**src/rtl/tapx_regs.vh**
```
// Constants for the extended TAP instruction decoder.
// Behaviour
// - HIGHZ tri-states all user pins and selects bypass until another instruction loads.
// - After configuration an enabled pull-up or bus-hold beats the HIGHZ float.
// - CLAMP selects bypass and holds pins at boundary-scan register contents.
// - Clamp values come from cell update stage; pull-up or bus-hold overrides after configuration.
// - Reconfigure instruction pulses internal configuration request; the physical pin is untouched.
// - I/O setting instruction routes the scan path through the I/O setting chain.
// - Secure-enter sets secure mode; only six instructions are then accepted.
// - Secure enter and exit are accepted only from the core path in user mode.
// - Secure-exit leaves secure mode and reopens every supported instruction.
// - Volatile key erase instruction erases the stored volatile key.
// - Key verify instruction reports whether the non-volatile key is erased.
// - Pulse test drives data, inverted data in idle, then data again, on falling TCK.
// - Pulse and train tests only in user mode and on the variant offering them.
// - Train test also toggles outputs every falling TCK while staying in idle.
// - Identification is the active instruction after reset and in Test-Logic-Reset.
// - With tamper protection set before configuration is done, secure mode is active straight after reset.
`ifndef TAPX_REGS_VH
`define TAPX_REGS_VH
`define TAPX_IR_W        10
`define TAPX_I_SAMPLE    10'h005
`define TAPX_I_EXTEST    10'h00f
`define TAPX_I_BYPASS    10'h3ff
`define TAPX_I_USERCODE  10'h007
`define TAPX_I_IDCODE    10'h006
`define TAPX_I_HIGHZ     10'h00b
`define TAPX_I_CLAMP     10'h00a
`define TAPX_I_RECONF    10'h001
`define TAPX_I_IOSET     10'h00d
`define TAPX_I_LOCK      10'h1f0
`define TAPX_I_UNLOCK    10'h331
`define TAPX_I_KEYCLR    10'h029
`define TAPX_I_KEYVFY    10'h013
`define TAPX_I_PULSE     10'h08f
`define TAPX_I_TRAIN     10'h04f
`define TAPX_I_EDERR     10'h017
`define TAPX_IR_CAPTURE  10'h001
`define TAPX_ID_VALUE    32'h0000_0001
`define TAPX_S_RESET     4'h0
`define TAPX_S_IDLE      4'h1
`define TAPX_S_SELDR     4'h2
`define TAPX_S_CAPDR     4'h3
`define TAPX_S_SHDR      4'h4
`define TAPX_S_EX1DR     4'h5
`define TAPX_S_PAUDR     4'h6
`define TAPX_S_EX2DR     4'h7
`define TAPX_S_UPDR      4'h8
`define TAPX_S_SELIR     4'h9
`define TAPX_S_CAPIR     4'ha
`define TAPX_S_SHIR      4'hb
`define TAPX_S_EX1IR     4'hc
`define TAPX_S_PAUIR     4'hd
`define TAPX_S_EX2IR     4'he
`define TAPX_S_UPIR      4'hf
`endif

```
**src/rtl/tapx_pin_sync.v**
```verilog
// Three-stage synchroniser with agreement filter for pin inputs.
`timescale 1ns/1ps
module tapx_pin_sync #(
  parameter W = 4
) (
  input  wire         core_clk,
  input  wire         rst_b,
  input  wire [W-1:0] pinIn,
  output reg  [W-1:0] pinOut
);
  reg [W-1:0] stage1;
  reg [W-1:0] stage2;
  reg [W-1:0] stage3;
  integer i;
  // A change counts only once the second and third stages agree, rejecting metastable glitches.
  always @(posedge core_clk) begin
    if (!rst_b) begin
      stage1 <= {W{1'b0}};
      stage2 <= {W{1'b0}};
      stage3 <= {W{1'b0}};
      pinOut <= {W{1'b0}};
    end else begin
      stage1 <= pinIn;
      stage2 <= stage1;
      stage3 <= stage2;
      for (i = 0; i < W; i = i + 1) begin
        if (stage2[i] == stage3[i]) begin
          pinOut[i] <= stage3[i];
        end
      end
    end
  end
endmodule

```
**src/rtl/tapx_decode.v**
```verilog
// Extended TAP: state machine, instruction register and instruction effects.
`timescale 1ns/1ps
`include "tapx_regs.vh"
module tapx_decode #(
  parameter IR_W       = `TAPX_IR_W,
  parameter ID_VALUE   = `TAPX_ID_VALUE,
  parameter HAS_PULSE  = 1
) (
  input  wire            core_clk,
  input  wire            rst_b,
  input  wire            tck,
  input  wire            tms,
  input  wire            tdi,
  output reg             tdo,
  output reg             tdoEn,
  input  wire            coreAccess,
  input  wire            userMode,
  input  wire            configDone,
  input  wire            tamperBit,
  input  wire            nvKeyErased,
  input  wire            ioSetChainOut,
  input  wire            bsrChainOut,
  input  wire            bsrUpdData,
  output reg             pinData,
  output reg             pinOe,
  output reg             keepWeakPull,
  output reg             reconfReq,
  output reg             ioSetSel,
  output reg             ioSetShift,
  output reg             bsrSel,
  output reg             secureMode,
  output reg             volKeyErase,
  output reg  [IR_W-1:0] activeInstr
);
  wire [2:0] pinSync;
  reg        tckLast;
  reg  [3:0] tapState;
  reg  [3:0] next_tapState;
  reg  [IR_W-1:0] irShift;
  reg  [31:0] drShift;
  reg        bypassBit;
  reg        pulseInv;
  wire       tckS  = pinSync[0];
  wire       tmsS  = pinSync[1];
  wire       tdiS  = pinSync[2];
  wire       rise  = tckS & ~tckLast;
  wire       fall  = ~tckS & tckLast;

  tapx_pin_sync #(.W(3)) uSync (
    .core_clk (core_clk),
    .rst_b    (rst_b),
    .pinIn    ({tdi, tms, tck}),
    .pinOut   (pinSync)
  );

  // Secure mode allows only a short list; others fall back to bypass.
  function allowed;
    input [IR_W-1:0] code;
    input            secure;
    begin
      allowed = !secure || code == `TAPX_I_BYPASS || code == `TAPX_I_SAMPLE || code == `TAPX_I_EXTEST ||
                code == `TAPX_I_IDCODE || code == `TAPX_I_EDERR || code == `TAPX_I_UNLOCK;
    end
  endfunction

  function isPulse;
    input [IR_W-1:0] code;
    begin
      isPulse = code == `TAPX_I_PULSE || code == `TAPX_I_TRAIN;
    end
  endfunction

  ////////////////////////////////////////////////////////////////////////////
  always @* begin
    next_tapState = tapState;
    case (tapState)
      `TAPX_S_RESET: next_tapState = tmsS ? `TAPX_S_RESET : `TAPX_S_IDLE;
      `TAPX_S_IDLE:  next_tapState = tmsS ? `TAPX_S_SELDR : `TAPX_S_IDLE;
      `TAPX_S_SELDR: next_tapState = tmsS ? `TAPX_S_SELIR : `TAPX_S_CAPDR;
      `TAPX_S_CAPDR: next_tapState = tmsS ? `TAPX_S_EX1DR : `TAPX_S_SHDR;
      `TAPX_S_SHDR:  next_tapState = tmsS ? `TAPX_S_EX1DR : `TAPX_S_SHDR;
      `TAPX_S_EX1DR: next_tapState = tmsS ? `TAPX_S_UPDR : `TAPX_S_PAUDR;
      `TAPX_S_PAUDR: next_tapState = tmsS ? `TAPX_S_EX2DR : `TAPX_S_PAUDR;
      `TAPX_S_EX2DR: next_tapState = tmsS ? `TAPX_S_UPDR : `TAPX_S_SHDR;
      `TAPX_S_UPDR:  next_tapState = tmsS ? `TAPX_S_SELDR : `TAPX_S_IDLE;
      `TAPX_S_SELIR: next_tapState = tmsS ? `TAPX_S_RESET : `TAPX_S_CAPIR;
      `TAPX_S_CAPIR: next_tapState = tmsS ? `TAPX_S_EX1IR : `TAPX_S_SHIR;
      `TAPX_S_SHIR:  next_tapState = tmsS ? `TAPX_S_EX1IR : `TAPX_S_SHIR;
      `TAPX_S_EX1IR: next_tapState = tmsS ? `TAPX_S_UPIR : `TAPX_S_PAUIR;
      `TAPX_S_PAUIR: next_tapState = tmsS ? `TAPX_S_EX2IR : `TAPX_S_PAUIR;
      `TAPX_S_EX2IR: next_tapState = tmsS ? `TAPX_S_UPIR : `TAPX_S_SHIR;
      default:       next_tapState = tmsS ? `TAPX_S_SELDR : `TAPX_S_IDLE;
    endcase
  end

  ////////////////////////////////////////////////////////////////////////////
  // TAP state, instruction register and data registers on rising TCK.
  always @(posedge core_clk) begin
    if (!rst_b) begin
      tckLast     <= 1'b0;
      tapState    <= `TAPX_S_RESET;
      irShift     <= {IR_W{1'b0}};
      drShift     <= 32'h0000_0000;
      bypassBit   <= 1'b0;
      activeInstr <= `TAPX_I_IDCODE;
      secureMode  <= 1'b0;
      reconfReq   <= 1'b0;
      volKeyErase <= 1'b0;
    end else begin
      tckLast     <= tckS;
      reconfReq   <= 1'b0;
      volKeyErase <= 1'b0;
      // Tamper strap is sampled after release while configDone is low, so secure mode is set from the first cycle on.
      if (tamperBit && tapState == `TAPX_S_RESET && !tckLast && !configDone) begin
        secureMode <= 1'b1;
      end
      if (rise) begin
        tapState <= next_tapState;
        case (tapState)
          `TAPX_S_RESET: begin
            activeInstr <= `TAPX_I_IDCODE;
          end
          `TAPX_S_CAPIR: begin
            irShift <= `TAPX_IR_CAPTURE;
          end
          `TAPX_S_SHIR: begin
            irShift <= {tdiS, irShift[IR_W-1:1]};
          end
          `TAPX_S_UPIR: begin
            // Secure enter and exit from the pins are dropped; previous instruction stays.
            if ((irShift == `TAPX_I_LOCK || irShift == `TAPX_I_UNLOCK) && !(coreAccess && userMode)) begin
              activeInstr <= activeInstr;
            end else if (irShift == `TAPX_I_LOCK) begin
              secureMode  <= 1'b1;
              activeInstr <= `TAPX_I_BYPASS;
            end else if (irShift == `TAPX_I_UNLOCK) begin
              secureMode  <= 1'b0;
              activeInstr <= `TAPX_I_BYPASS;
            end else if (!allowed(irShift, secureMode)) begin
              activeInstr <= `TAPX_I_BYPASS;
            end else if (isPulse(irShift) && !(userMode && HAS_PULSE != 0)) begin
              activeInstr <= `TAPX_I_BYPASS;
            end else begin
              activeInstr <= irShift;
              reconfReq   <= irShift == `TAPX_I_RECONF;
              volKeyErase <= irShift == `TAPX_I_KEYCLR;
            end
          end
          `TAPX_S_CAPDR: begin
            bypassBit <= 1'b0;
            if (activeInstr == `TAPX_I_IDCODE) begin
              drShift <= ID_VALUE;
            end else begin
              drShift <= {31'h0000_0000, nvKeyErased};
            end
          end
          `TAPX_S_SHDR: begin
            bypassBit <= tdiS;
            drShift   <= {tdiS, drShift[31:1]};
          end
          default: begin
            irShift <= irShift;
          end
        endcase
      end
    end
  end

  ////////////////////////////////////////////////////////////////////////////
  // Pin drive and TDO change on falling TCK, as boundary scan requires.
  always @(posedge core_clk) begin
    if (!rst_b) begin
      tdo          <= 1'b0;
      tdoEn        <= 1'b0;
      pinData      <= 1'b0;
      pinOe        <= 1'b0;
      keepWeakPull <= 1'b0;
      ioSetSel     <= 1'b0;
      ioSetShift   <= 1'b0;
      bsrSel       <= 1'b0;
      pulseInv     <= 1'b0;
    end else begin
      ioSetShift <= 1'b0;
      if (rise) begin
        ioSetShift <= activeInstr == `TAPX_I_IOSET && tapState == `TAPX_S_SHDR;
      end
      if (fall) begin
        ioSetSel     <= activeInstr == `TAPX_I_IOSET;
        bsrSel       <= activeInstr == `TAPX_I_EXTEST || activeInstr == `TAPX_I_SAMPLE || isPulse(activeInstr);
        // Weak pull or bus-hold wins over float and clamp once configured.
        keepWeakPull <= configDone && (activeInstr == `TAPX_I_HIGHZ || activeInstr == `TAPX_I_CLAMP);
        tdoEn        <= tapState == `TAPX_S_SHDR || tapState == `TAPX_S_SHIR;
        if (tapState == `TAPX_S_SHIR) begin
          tdo <= irShift[0];
        end else if (activeInstr == `TAPX_I_IOSET) begin
          tdo <= ioSetChainOut;
        end else if (activeInstr == `TAPX_I_EXTEST || activeInstr == `TAPX_I_SAMPLE || isPulse(activeInstr)) begin
          tdo <= bsrChainOut;
        end else if (activeInstr == `TAPX_I_IDCODE || activeInstr == `TAPX_I_KEYVFY) begin
          tdo <= drShift[0];
        end else begin
          tdo <= bypassBit;
        end
        if (isPulse(activeInstr)) begin
          if (tapState == `TAPX_S_IDLE) begin
            // Train toggles each falling edge in idle; pulse inverts once on entry.
            pulseInv <= (activeInstr == `TAPX_I_TRAIN) ? ~pulseInv : 1'b1;
          end else begin
            pulseInv <= 1'b0;
          end
        end else begin
          pulseInv <= 1'b0;
        end
        if (activeInstr == `TAPX_I_HIGHZ) begin
          pinOe <= 1'b0;
        end else if (activeInstr == `TAPX_I_CLAMP) begin
          pinOe   <= 1'b1;
          pinData <= bsrUpdData;
        end else if (activeInstr == `TAPX_I_EXTEST || isPulse(activeInstr)) begin
          pinOe   <= 1'b1;
          pinData <= bsrUpdData ^ (tapState == `TAPX_S_IDLE ?
                     ((activeInstr == `TAPX_I_TRAIN) ? ~pulseInv : 1'b1) : 1'b0);
        end else begin
          pinOe <= 1'b0;
        end
      end
    end
  end
endmodule

```
**config.mk**
```make
export PLATFORM = sky130hd
export DESIGN_NAME = tapx_decode
export DESIGN_NICKNAME = d
export VERILOG_FILES = /design/src/rtl/tapx_pin_sync.v /design/src/rtl/tapx_decode.v
export VERILOG_INCLUDE_DIRS = /design/src /design/src/rtl
export SDC_FILE = /design/constraint.sdc
export NUM_CORES = 1
export LEC_CHECK = 0
export BUFFER_PORTS_ARGS = -buffer_cell sky130_fd_sc_hd__buf_2
export CAP_MARGIN = 20
export CORE_ASPECT_RATIO = 0.6
export CORE_UTILIZATION = 53
export CTS_CLUSTER_SIZE = 30
export DETAILED_ROUTE_END_ITERATION = 12
export GPL_TIMING_DRIVEN = 0
export PLACE_DENSITY_LB_ADDON = 0.12
export SLEW_MARGIN = 25
export SYNTH_ARGS = -nofsm -noshare
export SYNTH_HDL_FRONTEND = slang
export SYNTH_HIERARCHICAL = 1
export SYNTH_SLANG_ARGS = --single-unit
```
**constraint.sdc**
```tcl
create_clock -name core_clk -period 1.7 [get_ports core_clk]
set_input_delay 0.085 -clock core_clk [delete_from_list [all_inputs] [get_ports core_clk]]
set_output_delay 0.085 -clock core_clk [all_outputs]
set_load 0.02 [all_outputs]
```
==> results.py, run 1 <==
metrics = {
    "logic_synthesis": {
        "yosysTopAreaCell": "dfxtp_1",
        "synth_mux_area_frac": 0.0152,
        "synth_nets": 395,
        "synth_simple_gate_area_frac": 0.238,
        "yosysSeqAreaShare": 0.459,
        "ys_ff_latch": 81,
        "synth_area_leaders": "dfxtp_1 46%, a22o_1 7.7%, nand2_1 3.1%, a21oi_1 2.7%, nor2b_1 2.7%",
        "ys_warn_count": 6,
        "synth_cells": 382,
        "synth_edf_count": 0,
        "synth_xor_area_frac": 0.00991,
        "async_flop_share": 0,
        "synth_compound_area_frac": 0.232,
        "netlist.area_leader.share": 0.459,
        "postSynthAreaPerCell_um2": 9.26,
        "ys_types": 58,
        "synthFlopType": "dfxtp_1",
        "synth_fa_ha_area_frac": 0,
        "synth_area_um2": 3540,
        "synth_top_family_by_area": "simple AND/OR/NAND/NOR gates",
    },
    "placed_design": {
        "numPortBuffers": 33,
        "detailed_place_hpwl_mm": 5.91,
        "finalWeightedCongestion": 0.917,
        "dpl-instance-area_um2": 3820,
        "dp_cells": 499,
        "place_ws_ns": -0.318,
    },
    "route": {
        "num_vias": 3142,
        "ant_nets": 0,
        "wl_per_cell_um": 16.7,
        "drc": 0,
        "drt_wl_total_mm": 8.75,
        "vias_per_cell": 6.00,
        "drt_first_pass_iters": 5,
        "drt_iter0_drc": 306,
    },
    "cells_and_area": {
        "area_delta_synth_final_pct": 24.3,
        "drive_gt1_frac": 0.309,
        "nets": 448,
        "instances_no_fill": 524,
        "diodes": 0,
        "fin_area_um2": 4390,
        "n_fill_cell": 511,
    },
    "critical_path": {
        "rr_endpoint": "activeInstr[9]$_SDFFE_PN0P_",
        "path_cells": "buf_6 > and4bb_2 > o211a_4 > or2_1 > a311oi_2 > o21ai_1",
        "cp_slowest_cell": "dfxtp_2",
        "cp-end-kind": "flip-flop",
        "worstReg2RegStart": "irShift[7]$_SDFFE_PN0P_",
        "criticalPathCategory": "reg -> reg",
        "crit_fanout": 9,
        "worstRegToRegCells": 6,
        "cp.arrival_ns": 2.05,
        "r2r_setup_slack_ns": -0.11,
        "cp-start-kind": "flip-flop",
        "required_ns": 1.94,
        "slowest_delay_ns": 0.33,
    },
    "die": {
        "core_um2": 6280,
        "core.rowCount": 22,
        "start_util": 0.563,
        "die_h_um": 65.3,
        "die_area_um2": 7010,
        "die_width_um": 107,
        "ios": 34,
    },
    "grt": {
        "grtUsageTotal": 0.257,
        "grt_pass1_wl_mm": 13.8,
        "antenna_found_initial": 0,
        "grt_max_degree": 16,
        "grt.overflow.total": 0,
        "grt_pass1_vias": 2744,
    },
    "clock_network": {
        "cts_tree": "done",
        "clk_latency_ns": 0.35,
        "cts_buffers": 9,
        "clock-sinks": 81,
        "h-tree-depth": 3,
        "path_clk_slew_ns": 0.09,
        "cts-root-buf": "clkbuf_8",
        "clockBufferDepth": 2,
    },
    "sta": {
        "drv_slew": 0,
        "finalCritPeriodShare": 1.06,
        "rsz0062_at_grt": "yes",
        "skew_ns": 0.00629,
        "tightestPinTransition_ns": 0.520,
        "setup_ws_ns": -0.110,
        "finalSetupViolations": 8,
        "fin_crit_ns": 1.81,
        "slew_headroom": 0.653,
        "final_hold_viol_count": 0,
        "fin_hold_ws_ns": 0.0534,
        "clock.fmax_ghz": 0.553,
    },
    "outcome": {
        "violations": "negative setup slack",
        "outcome": "complete, but fails checks",
    },
    "run": {
        "maxCapViolCount": 0,
    },
    "power_and_ir_drop": {
        "powerDensity_nw_per_um2": 785,
        "max-vdd-ir-drop_mv": 0.731,
        "p_leak_nw": 1.67,
    },
    "worst_hold_path": {
        "min_path_type": "in -> reg",
        "worstHoldPathCells": 3,
        "min_from": "ioSetChainOut",
        "hold_end": "tdo$_SDFFE_PN0P_",
    },
}
[cells in the final DEF (no fill, tap or decap), drive strengths merged, types with 4 or more instances in the layout]
| master | netlist | layout |
|---|---|---|
| nor2 | 17 | 17 |
| dfxtp | 81 | 81 |
| nand2b | 4 | 4 |
| nand4 | 6 | 6 |
| nand3 | 6 | 6 |
| nor2b | 15 | 15 |
| or3 | 4 | 4 |
| and3b | 4 | 4 |
| o21ai | 17 | 17 |
| a21oi | 20 | 20 |
| nor3 | 14 | 14 |
| inv | 4 | 6 |
| nand4b | 4 | 4 |
| a21boi | 6 | 6 |
| o211ai | 5 | 5 |
| buf | 13 | 57 |
| clkinvlp | 0 | 4 |
| nand2 | 29 | 29 |
| nor3b | 6 | 6 |
| and2 | 17 | 17 |
| a22oi | 10 | 10 |
| clkbuf | 19 | 23 |
| a22o | 31 | 31 |
| nor4b | 4 | 4 |
[power breakdown]
group / internal [mW] / switching (mW) / leakage, nW
registers: 1.90 / 0.00929 / 0.662
logic: 0.0582 / 0.0601 / 0.920
clock network: 0.687 / 0.733 / 0.0885
total: 2.64 / 0.802 / 1.67
[per-layer routing]
metal | GRT usage | vias to the layer above | routed length [µm]
met2 | 0.360 | 107 | 3690
met3 | 0.0774 | 8 | 589
li1 | - | 1520 | -
met5 | 0 | - | 0
met1 | 0.382 | 1507 | 4420
met4 | 0.0616 | 0 | 48
[critical path, delay by kind of cell, from the launching register on]
kind | cells | cell delay, ns
AND/OR/NAND/NOR | 2 | 0.59
flip-flops | 1 | 0.33
AO/OA/AOI/OAI | 3 | 0.65
buffers and inverters | 1 | 0.12
[flip-flops by register name, indices dropped and copies added (netlist names), 3 cells and up]
register and cells:
irShift 10, uSync/stage1 3, uSync/stage3 3, tapState 4, drShift 31, uSync/pinOut 3
activeInstr 10, uSync/stage2 3
[how the worst max path moves through the flow]
stage / depth (start not counted) / endpoint / slack (ns) / startpoint
after CTS: 5 / activeInstr[4]$_SDFFE_PN0P_ / -0.10 / irShift[9]$_SDFFE_PN0P_
after floorplan: 6 / activeInstr[5]$_SDFFE_PN0P_ / -0.06 / irShift[9]$_SDFFE_PN0P_
after global routing: 6 / activeInstr[4]$_SDFFE_PN0P_ / -0.16 / irShift[7]$_SDFFE_PN0P_
after global placement: 6 / pinData$_SDFFE_PN0P_ / -0.32 / tapState[0]$_SDFFE_PN0P_
after detailed placement: 6 / pinData$_SDFFE_PN0P_ / -0.32 / tapState[0]$_SDFFE_PN0P_
final: 6 / activeInstr[9]$_SDFFE_PN0P_ / -0.11 / irShift[7]$_SDFFE_PN0P_
[synthesized netlist by cell type (all sizes together), types with 5 or more instances]
cell and number:
o211ai 5, dfxtp 81, nor2b 15, buf 13, nor2 17, a22oi 10
and2 17, clkbuf 19, nand4 6, o21ai 17, nor3b 6, nand3 6
a22o 31, a21oi 20, nand2 29, a21boi 6, nor3 14
[what timing repair did]
| item | in CTS | in global routing |
|---|---|---|
| setup buffers | 8 | 5 |
| endpoints found under the hold margin | 3 | 0 |
| endpoints found under the setup margin | 57 | 59 |
| hold buffers | 3 | 0 |
| pin swaps | 10 | 10 |
| gates resized for setup | 45 | 38 |
[per-stage QoR]
stage	setup TNS, ns	total power [mW]	utilization
6_report	-0.641	3.45	0.700
5_1_grt	-1.56	3.58	0.700
2_1_floorplan	-0.234	2.01	-
3_3_place_gp	-12.02	2.05	0.609
4_1_cts	-0.616	3.47	0.678
3_5_place_dp	-12.35	2.05	0.609
[area by class of cell]
cell class / count / area [µm²] / area share
plain buffers: 25 / 178 / 0.0404
flip-flops and latches: 81 / 1650 / 0.375
repair buffers: 49 / 293 / 0.0666
inverters: 4 / 15.0 / 0.00342
clock inverters: 7 / 77.6 / 0.0177
clock buffers: 9 / 124 / 0.0282
well taps: 84 / 105 / 0.0239
multi-input cells: 265 / 1950 / 0.445
[cells by family (layout without fill, tap and decap cells)]
| group | count (synthesis) | count (layout) |
|---|---|---|
| XOR/XNOR | 4 | 4 |
| buffers and inverters | 36 | 94 |
| AO/OA/AOI/OAI | 111 | 111 |
| AND/OR/NAND/NOR | 145 | 145 |
| multiplexers | 5 | 5 |
| flip-flops | 81 | 81 |
(Power assumes the default switching activity.)
==> inputs of run 2 (changes only) <==
Settings changed: ABC_CLOCK_PERIOD_IN_PS set to 1700, CORE_UTILIZATION 53 to 50.
==> run 2 against run 1 <==
Setup slack got worse by 0.027 ns. Critical path type unchanged. Routed wire length increased by 3.6%. Global-route usage decreased by 1.3 points. Non-clock buffer count increased by 2. Final cell count increased by 0.95%. Design area increased by 1.8%. First-iteration DRC count decreased by 14%. Clock skew decreased by 0.0020 ns. The run still ends with negative setup slack left. Critical path depth decreased by 1. Fmax decreased by 1.5%. Die area increased by 5.9%.
==> results.py, run 2 (synthesized netlist as in run 1, its figures left out) <==
metrics = {
    "outcome": {
        "outcome": "complete, but fails checks",
        "violations": "negative setup slack",
    },
    "die": {
        "die_h_um": 67.1,
        "core.rowCount": 23,
        "start_util": 0.523,
        "die_area_um2": 7420,
        "die_width_um": 111,
        "core_um2": 6760,
        "ios": 34,
    },
    "critical_path": {
        "cp_slowest_cell": "or4_4",
        "worstRegToRegCells": 5,
        "crit_fanout": 6,
        "cp.arrival_ns": 2.11,
        "required_ns": 1.97,
        "rr_endpoint": "activeInstr[6]$_SDFFE_PN0P_",
        "path_cells": "or4_4 > nor4_2 > or2_1 > a311oi_1 > o21ai_1",
        "slowest_delay_ns": 0.58,
        "worstReg2RegStart": "irShift[9]$_SDFFE_PN0P_",
        "r2r_setup_slack_ns": -0.14,
        "criticalPathCategory": "reg -> reg",
        "cp-end-kind": "flip-flop",
        "cp-start-kind": "flip-flop",
    },
    "sta": {
        "finalSetupViolations": 8,
        "rsz0062_at_grt": "yes",
        "clock.fmax_ghz": 0.545,
        "skew_ns": 0.00430,
        "fin_hold_ws_ns": 0.0275,
        "slew_headroom": 0.678,
        "fin_crit_ns": 1.84,
        "setup_ws_ns": -0.136,
        "drv_slew": 0,
        "finalCritPeriodShare": 1.08,
        "tightestPinTransition_ns": 0.483,
        "final_hold_viol_count": 0,
    },
    "cells_and_area": {
        "regMostFlops": "drShift",
        "drive_gt1_frac": 0.310,
        "largest_reg_flops": 31,
        "fin_util": 0.661,
        "n_fill_cell": 570,
        "final_common_cell": "dfxtp_1",
        "nets": 451,
        "area_delta_synth_final_pct": 26.5,
        "diodes": 0,
        "reg_top3": "drShift x31, activeInstr x10, irShift x10",
        "final_cell_mix": "68 x dfxtp_1, 36 x buf_2, 31 x a22o_1",
    },
    "grt": {
        "grt.overflow.total": 0,
        "grt_pass1_wl_mm": 13.9,
        "grtUsageTotal": 0.244,
        "grt_max_degree": 14,
        "grt_pass1_vias": 2719,
        "antenna_found_initial": 0,
    },
    "run": {
        "maxCapViolCount": 0,
    },
    "route": {
        "drt_wl_total_mm": 9.06,
        "ant_nets": 0,
        "drt_first_pass_iters": 5,
        "drc": 0,
        "num_vias": 3151,
        "wl_per_cell_um": 17.1,
        "vias_per_cell": 5.96,
        "drt_iter0_drc": 263,
    },
    "placed_design": {
        "finalWeightedCongestion": 0.864,
        "numPortBuffers": 33,
        "detailed_place_hpwl_mm": 6.04,
    },
    "clock_network": {
        "cts_buffers": 9,
        "clk_latency_ns": 0.34,
        "path_clk_slew_ns": 0.06,
        "h-tree-depth": 3,
        "cts_tree": "done",
        "clockBufferDepth": 2,
        "cts-root-buf": "clkbuf_16",
        "clock-sinks": 81,
    },
    "power_and_ir_drop": {
        "comb_power_share": 0.028,
        "max-vdd-ir-drop_mv": 0.725,
        "p_total_mw": 3.95,
        "powerDensity_nw_per_um2": 882,
        "cell_internal_pwr_mw": 3.12,
        "clockPowerShare": 0.488,
        "swShare": 0.209,
        "p_leak_nw": 1.72,
        "switchingPower_mw": 0.825,
        "pwr-share-seq": 0.484,
    },
    "worst_hold_path": {
        "hold_end": "pinData$_SDFFE_PN0P_",
        "worstHoldPathCells": 3,
        "min_path_type": "in -> reg",
        "min_from": "bsrUpdData",
    },
}
[run 2: worst max-delay path by stage]
stage,slack (ns),start,depth (start not counted),end
2_1_floorplan,-0.06,irShift[9]$_SDFFE_PN0P_,6,activeInstr[5]$_SDFFE_PN0P_
3_3_place_gp,-0.32,tapState[0]$_SDFFE_PN0P_,6,pinData$_SDFFE_PN0P_
3_5_place_dp,-0.36,tapState[0]$_SDFFE_PN0P_,6,pinData$_SDFFE_PN0P_
4_1_cts,-0.17,irShift[4]$_SDFFE_PN0P_,6,activeInstr[5]$_SDFFE_PN0P_
5_1_grt,-0.17,irShift[9]$_SDFFE_PN0P_,5,activeInstr[7]$_SDFFE_PN0P_
6_report,-0.14,irShift[9]$_SDFFE_PN0P_,5,activeInstr[6]$_SDFFE_PN0P_
[run 2: through the flow]
| stage | area, µm² | TNS (ns) | instances | setup slack [ns] |
|---|---|---|---|---|
| detailed placement | 3820 | -13.08 | 502 | -0.361 |
| global route | 4470 | -1.50 | 529 | -0.166 |
| CTS | 4300 | -1.30 | 519 | -0.169 |
| global placement | 3820 | -11.23 | 502 | -0.315 |
| floorplan | 3550 | -0.234 | 382 | -0.0616 |
| finish | 4470 | -0.779 | 529 | -0.136 |
[run 2: power by group through the flow]
| stage | Clock, mW | Combinational, mW | Sequential, mW |
|---|---|---|---|
| 6_report | 1.92 | 0.111 | 1.91 |
| 5_1_grt | 2.02 | 0.120 | 1.91 |
| 4_1_cts | 1.96 | 0.106 | 1.91 |
| 3_5_place_dp | 0 | 0.0969 | 1.96 |
| 3_3_place_gp | 0 | 0.0957 | 1.96 |
| 2_1_floorplan | 0 | 0.0568 | 1.96 |
[run 2: layout make-up]
| class | count | area (µm²) | area share |
|---|---|---|---|
| buffer | 24 | 155 | 0.0347 |
| clock buffer | 10 | 239 | 0.0534 |
| clock inverter | 5 | 56.3 | 0.0126 |
| inverter | 4 | 15.0 | 0.00336 |
| multi-input combinational | 266 | 1940 | 0.434 |
| sequential | 81 | 1650 | 0.368 |
| tap | 87 | 109 | 0.0243 |
| timing repair buffer | 52 | 313 | 0.0699 |
[run 2: critical path, delay by kind of cell (launching register included)]
kind,cells,cell delay (ns)
AO/OA/AOI/OAI,2,0.21
AND/OR/NAND/NOR,3,1.19
flip-flops,1,0.37
[run 2: what timing repair did]
item / in CTS / in global routing
pin swaps: 9 / 15
setup buffers: 3 / 13
endpoints found under the hold margin: 3 / 0
setup endpoints to repair: 57 / 57
resized for setup: 35 / 36
hold buffers: 3 / 0
cloned: 0 / 1
[run 2: layer usage]
metal | GRT usage | up-vias | share of wire
li1 | - | 1534 | -
met1 | 0.358 | 1514 | 0.51
met2 | 0.346 | 92 | 0.42
met3 | 0.0539 | 11 | 0.067
met4 | 0.102 | 0 | 0.010
met5 | 0 | - | 0
==> inputs of run 3 (changes only) <==
Settings changed: ABC_CLOCK_PERIOD_IN_PS 1700 to 1600, CORE_UTILIZATION 50 to 45, SLEW_MARGIN 25 to not set.
Clock period 1.7 ns to 1.6 ns, I/O delays scaled along.
==> run 3 against run 2 <==
The run still ends with negative setup slack left. Critical path depth did not move. Register-to-register slack got worse by 0.08 ns. Largest cell class unchanged. Flip-flop and latch count did not move.
==> results.py, run 3 (synthesized netlist as in run 1, its figures left out) <==
metrics = {
    "route": {
        "vias_per_cell": 5.91,
        "num_vias": 3273,
        "wl_per_cell_um": 17.3,
        "drt_first_pass_iters": 4,
        "drt_iter0_drc": 285,
        "drt_wl_total_mm": 9.59,
        "drc": 0,
        "ant_nets": 0,
    },
    "clock_network": {
        "cts_tree": "done",
        "clock-sinks": 81,
        "clk_latency_ns": 0.34,
        "cts-root-buf": "clkbuf_16",
        "cts_buffers": 9,
        "h-tree-depth": 3,
        "clockBufferDepth": 2,
        "path_clk_slew_ns": 0.06,
    },
    "power_and_ir_drop": {
        "max-vdd-ir-drop_mv": 0.608,
        "p_total_mw": 4.60,
        "powerDensity_nw_per_um2": 966,
        "p_leak_nw": 1.85,
    },
    "sta": {
        "fin_hold_ws_ns": 0.0332,
        "setup_ws_ns": -0.215,
        "rsz0062_at_grt": "yes",
        "setup_tns_ns": -2.09,
        "finalCritPeriodShare": 1.13,
        "slew_headroom": 0.692,
        "drv_slew": 0,
        "skew_ns": 0.00460,
        "finalSetupViolations": 43,
        "final_hold_viol_count": 0,
        "clock.fmax_ghz": 0.551,
        "tightestPinTransition_ns": 0.461,
        "fin_crit_ns": 1.82,
    },
    "critical_path": {
        "cp.arrival_ns": 2.04,
        "required_ns": 1.82,
        "crit_fanout": 9,
        "cp-end-kind": "flip-flop",
        "criticalPathCategory": "reg -> reg",
        "cp-start-kind": "flip-flop",
    },
    "grt": {
        "grtUsageTotal": 0.240,
        "grt_pass1_wl_mm": 14.9,
        "antenna_found_initial": 0,
        "grt_max_degree": 14,
        "grt.overflow.total": 0,
        "grt_pass1_vias": 2852,
    },
    "cells_and_area": {
        "area_delta_synth_final_pct": 34.8,
        "reg_top3": "drShift x31, activeInstr x10, irShift x10",
        "fin_area_um2": 4770,
        "instances_no_fill": 554,
        "fin_util": 0.643,
        "drive_gt1_frac": 0.349,
        "final_cell_mix": "67 x dfxtp_1, 35 x buf_2, 31 x a22o_1",
        "regMostFlops": "drShift",
        "diodes": 0,
        "nets": 458,
        "largest_reg_flops": 31,
        "final_common_cell": "dfxtp_1",
    },
    "worst_hold_path": {
        "min_path_type": "in -> reg",
    },
    "placed_design": {
        "dp_cells": 519,
        "detailed_place_hpwl_mm": 6.08,
        "finalWeightedCongestion": 0.852,
        "place_ws_ns": -0.461,
        "numPortBuffers": 33,
        "dpl-instance-area_um2": 3900,
    },
    "outcome": {
        "violations": "negative setup slack",
        "outcome": "complete, but fails checks",
    },
    "die": {
        "start_util": 0.477,
        "ios": 34,
        "die_area_um2": 8230,
        "core_um2": 7420,
        "die_width_um": 116,
        "core.rowCount": 24,
        "die_h_um": 70.7,
    },
    "run": {
        "maxCapViolCount": 0,
    },
}
[run 3: changes by cell type in the layout (fill, tap and decap cells not counted), moves of 3 or more]
cell,change
buf_8,+4
buf_6,+4
clkbuf_2,-3
nor3_4,+3
buf_4,+6
[run 3: layer usage]
layer,share of wire,global-route usage,vias up,wire length (µm)
met5,0,0,-,0
met4,0.013,0.0798,0,121
met3,0.069,0.0686,12,658
met2,0.41,0.312,125,3890
met1,0.51,0.370,1594,4920
li1,-,-,1542,-
[run 3: where the power goes]
part | switching [mW] | total, mW | internal (mW)
Clock | 0.811 | 2.43 | 1.62
Combinational | 0.0687 | 0.140 | 0.0711
Sequential | 0.0108 | 2.03 | 2.02
Total | 0.891 | 4.60 | 3.71
[run 3: worst max-delay path, stage by stage (launching register included)]
cell and delay [ns]:
dfxtp_2 0.37, or4_4 0.56, nor2_4 0.12, a2bb2oi_4 0.07, a32o_2 0.30, a221o_1 0.27
[run 3: cell type report]
| type | instances | area, µm² |
|---|---|---|
| well taps | 104 | 130 |
| clock inverters | 4 | 97.6 |
| multi-input cells | 266 | 2030 |
| flip-flops and latches | 81 | 1650 |
| clock buffers | 12 | 258 |
| plain buffers | 23 | 175 |
| repair buffers | 60 | 410 |
| inverters | 4 | 15.0 |
| fillers | 613 | 2650 |
[run 3: path summary, 6_finish.rpt]
| kind | endpoint | cells after the start | slack (ns) | from |
|---|---|---|---|---|
| min | pinData$_SDFFE_PN0P_ | 3 | 0.03 | bsrUpdData |
| max reg2reg | activeInstr[4]$_SDFFE_PN0P_ | 5 | -0.22 | irShift[4]$_SDFFE_PN0P_ |
| max | activeInstr[4]$_SDFFE_PN0P_ | 5 | -0.22 | irShift[4]$_SDFFE_PN0P_ |
| min reg2reg | uSync/stage2[0]$_SDFF_PN0_ | 1 | 0.44 | uSync/stage1[0]$_SDFF_PN0_ |
[run 3: what timing repair did]
action,in CTS,in global routing
buffers inserted,12,9
gates resized for setup,44,48
pin swaps,11,17
hold buffers,3,0
endpoints found under the setup margin,60,60
hold endpoints to repair,3,0
cloned,3,1
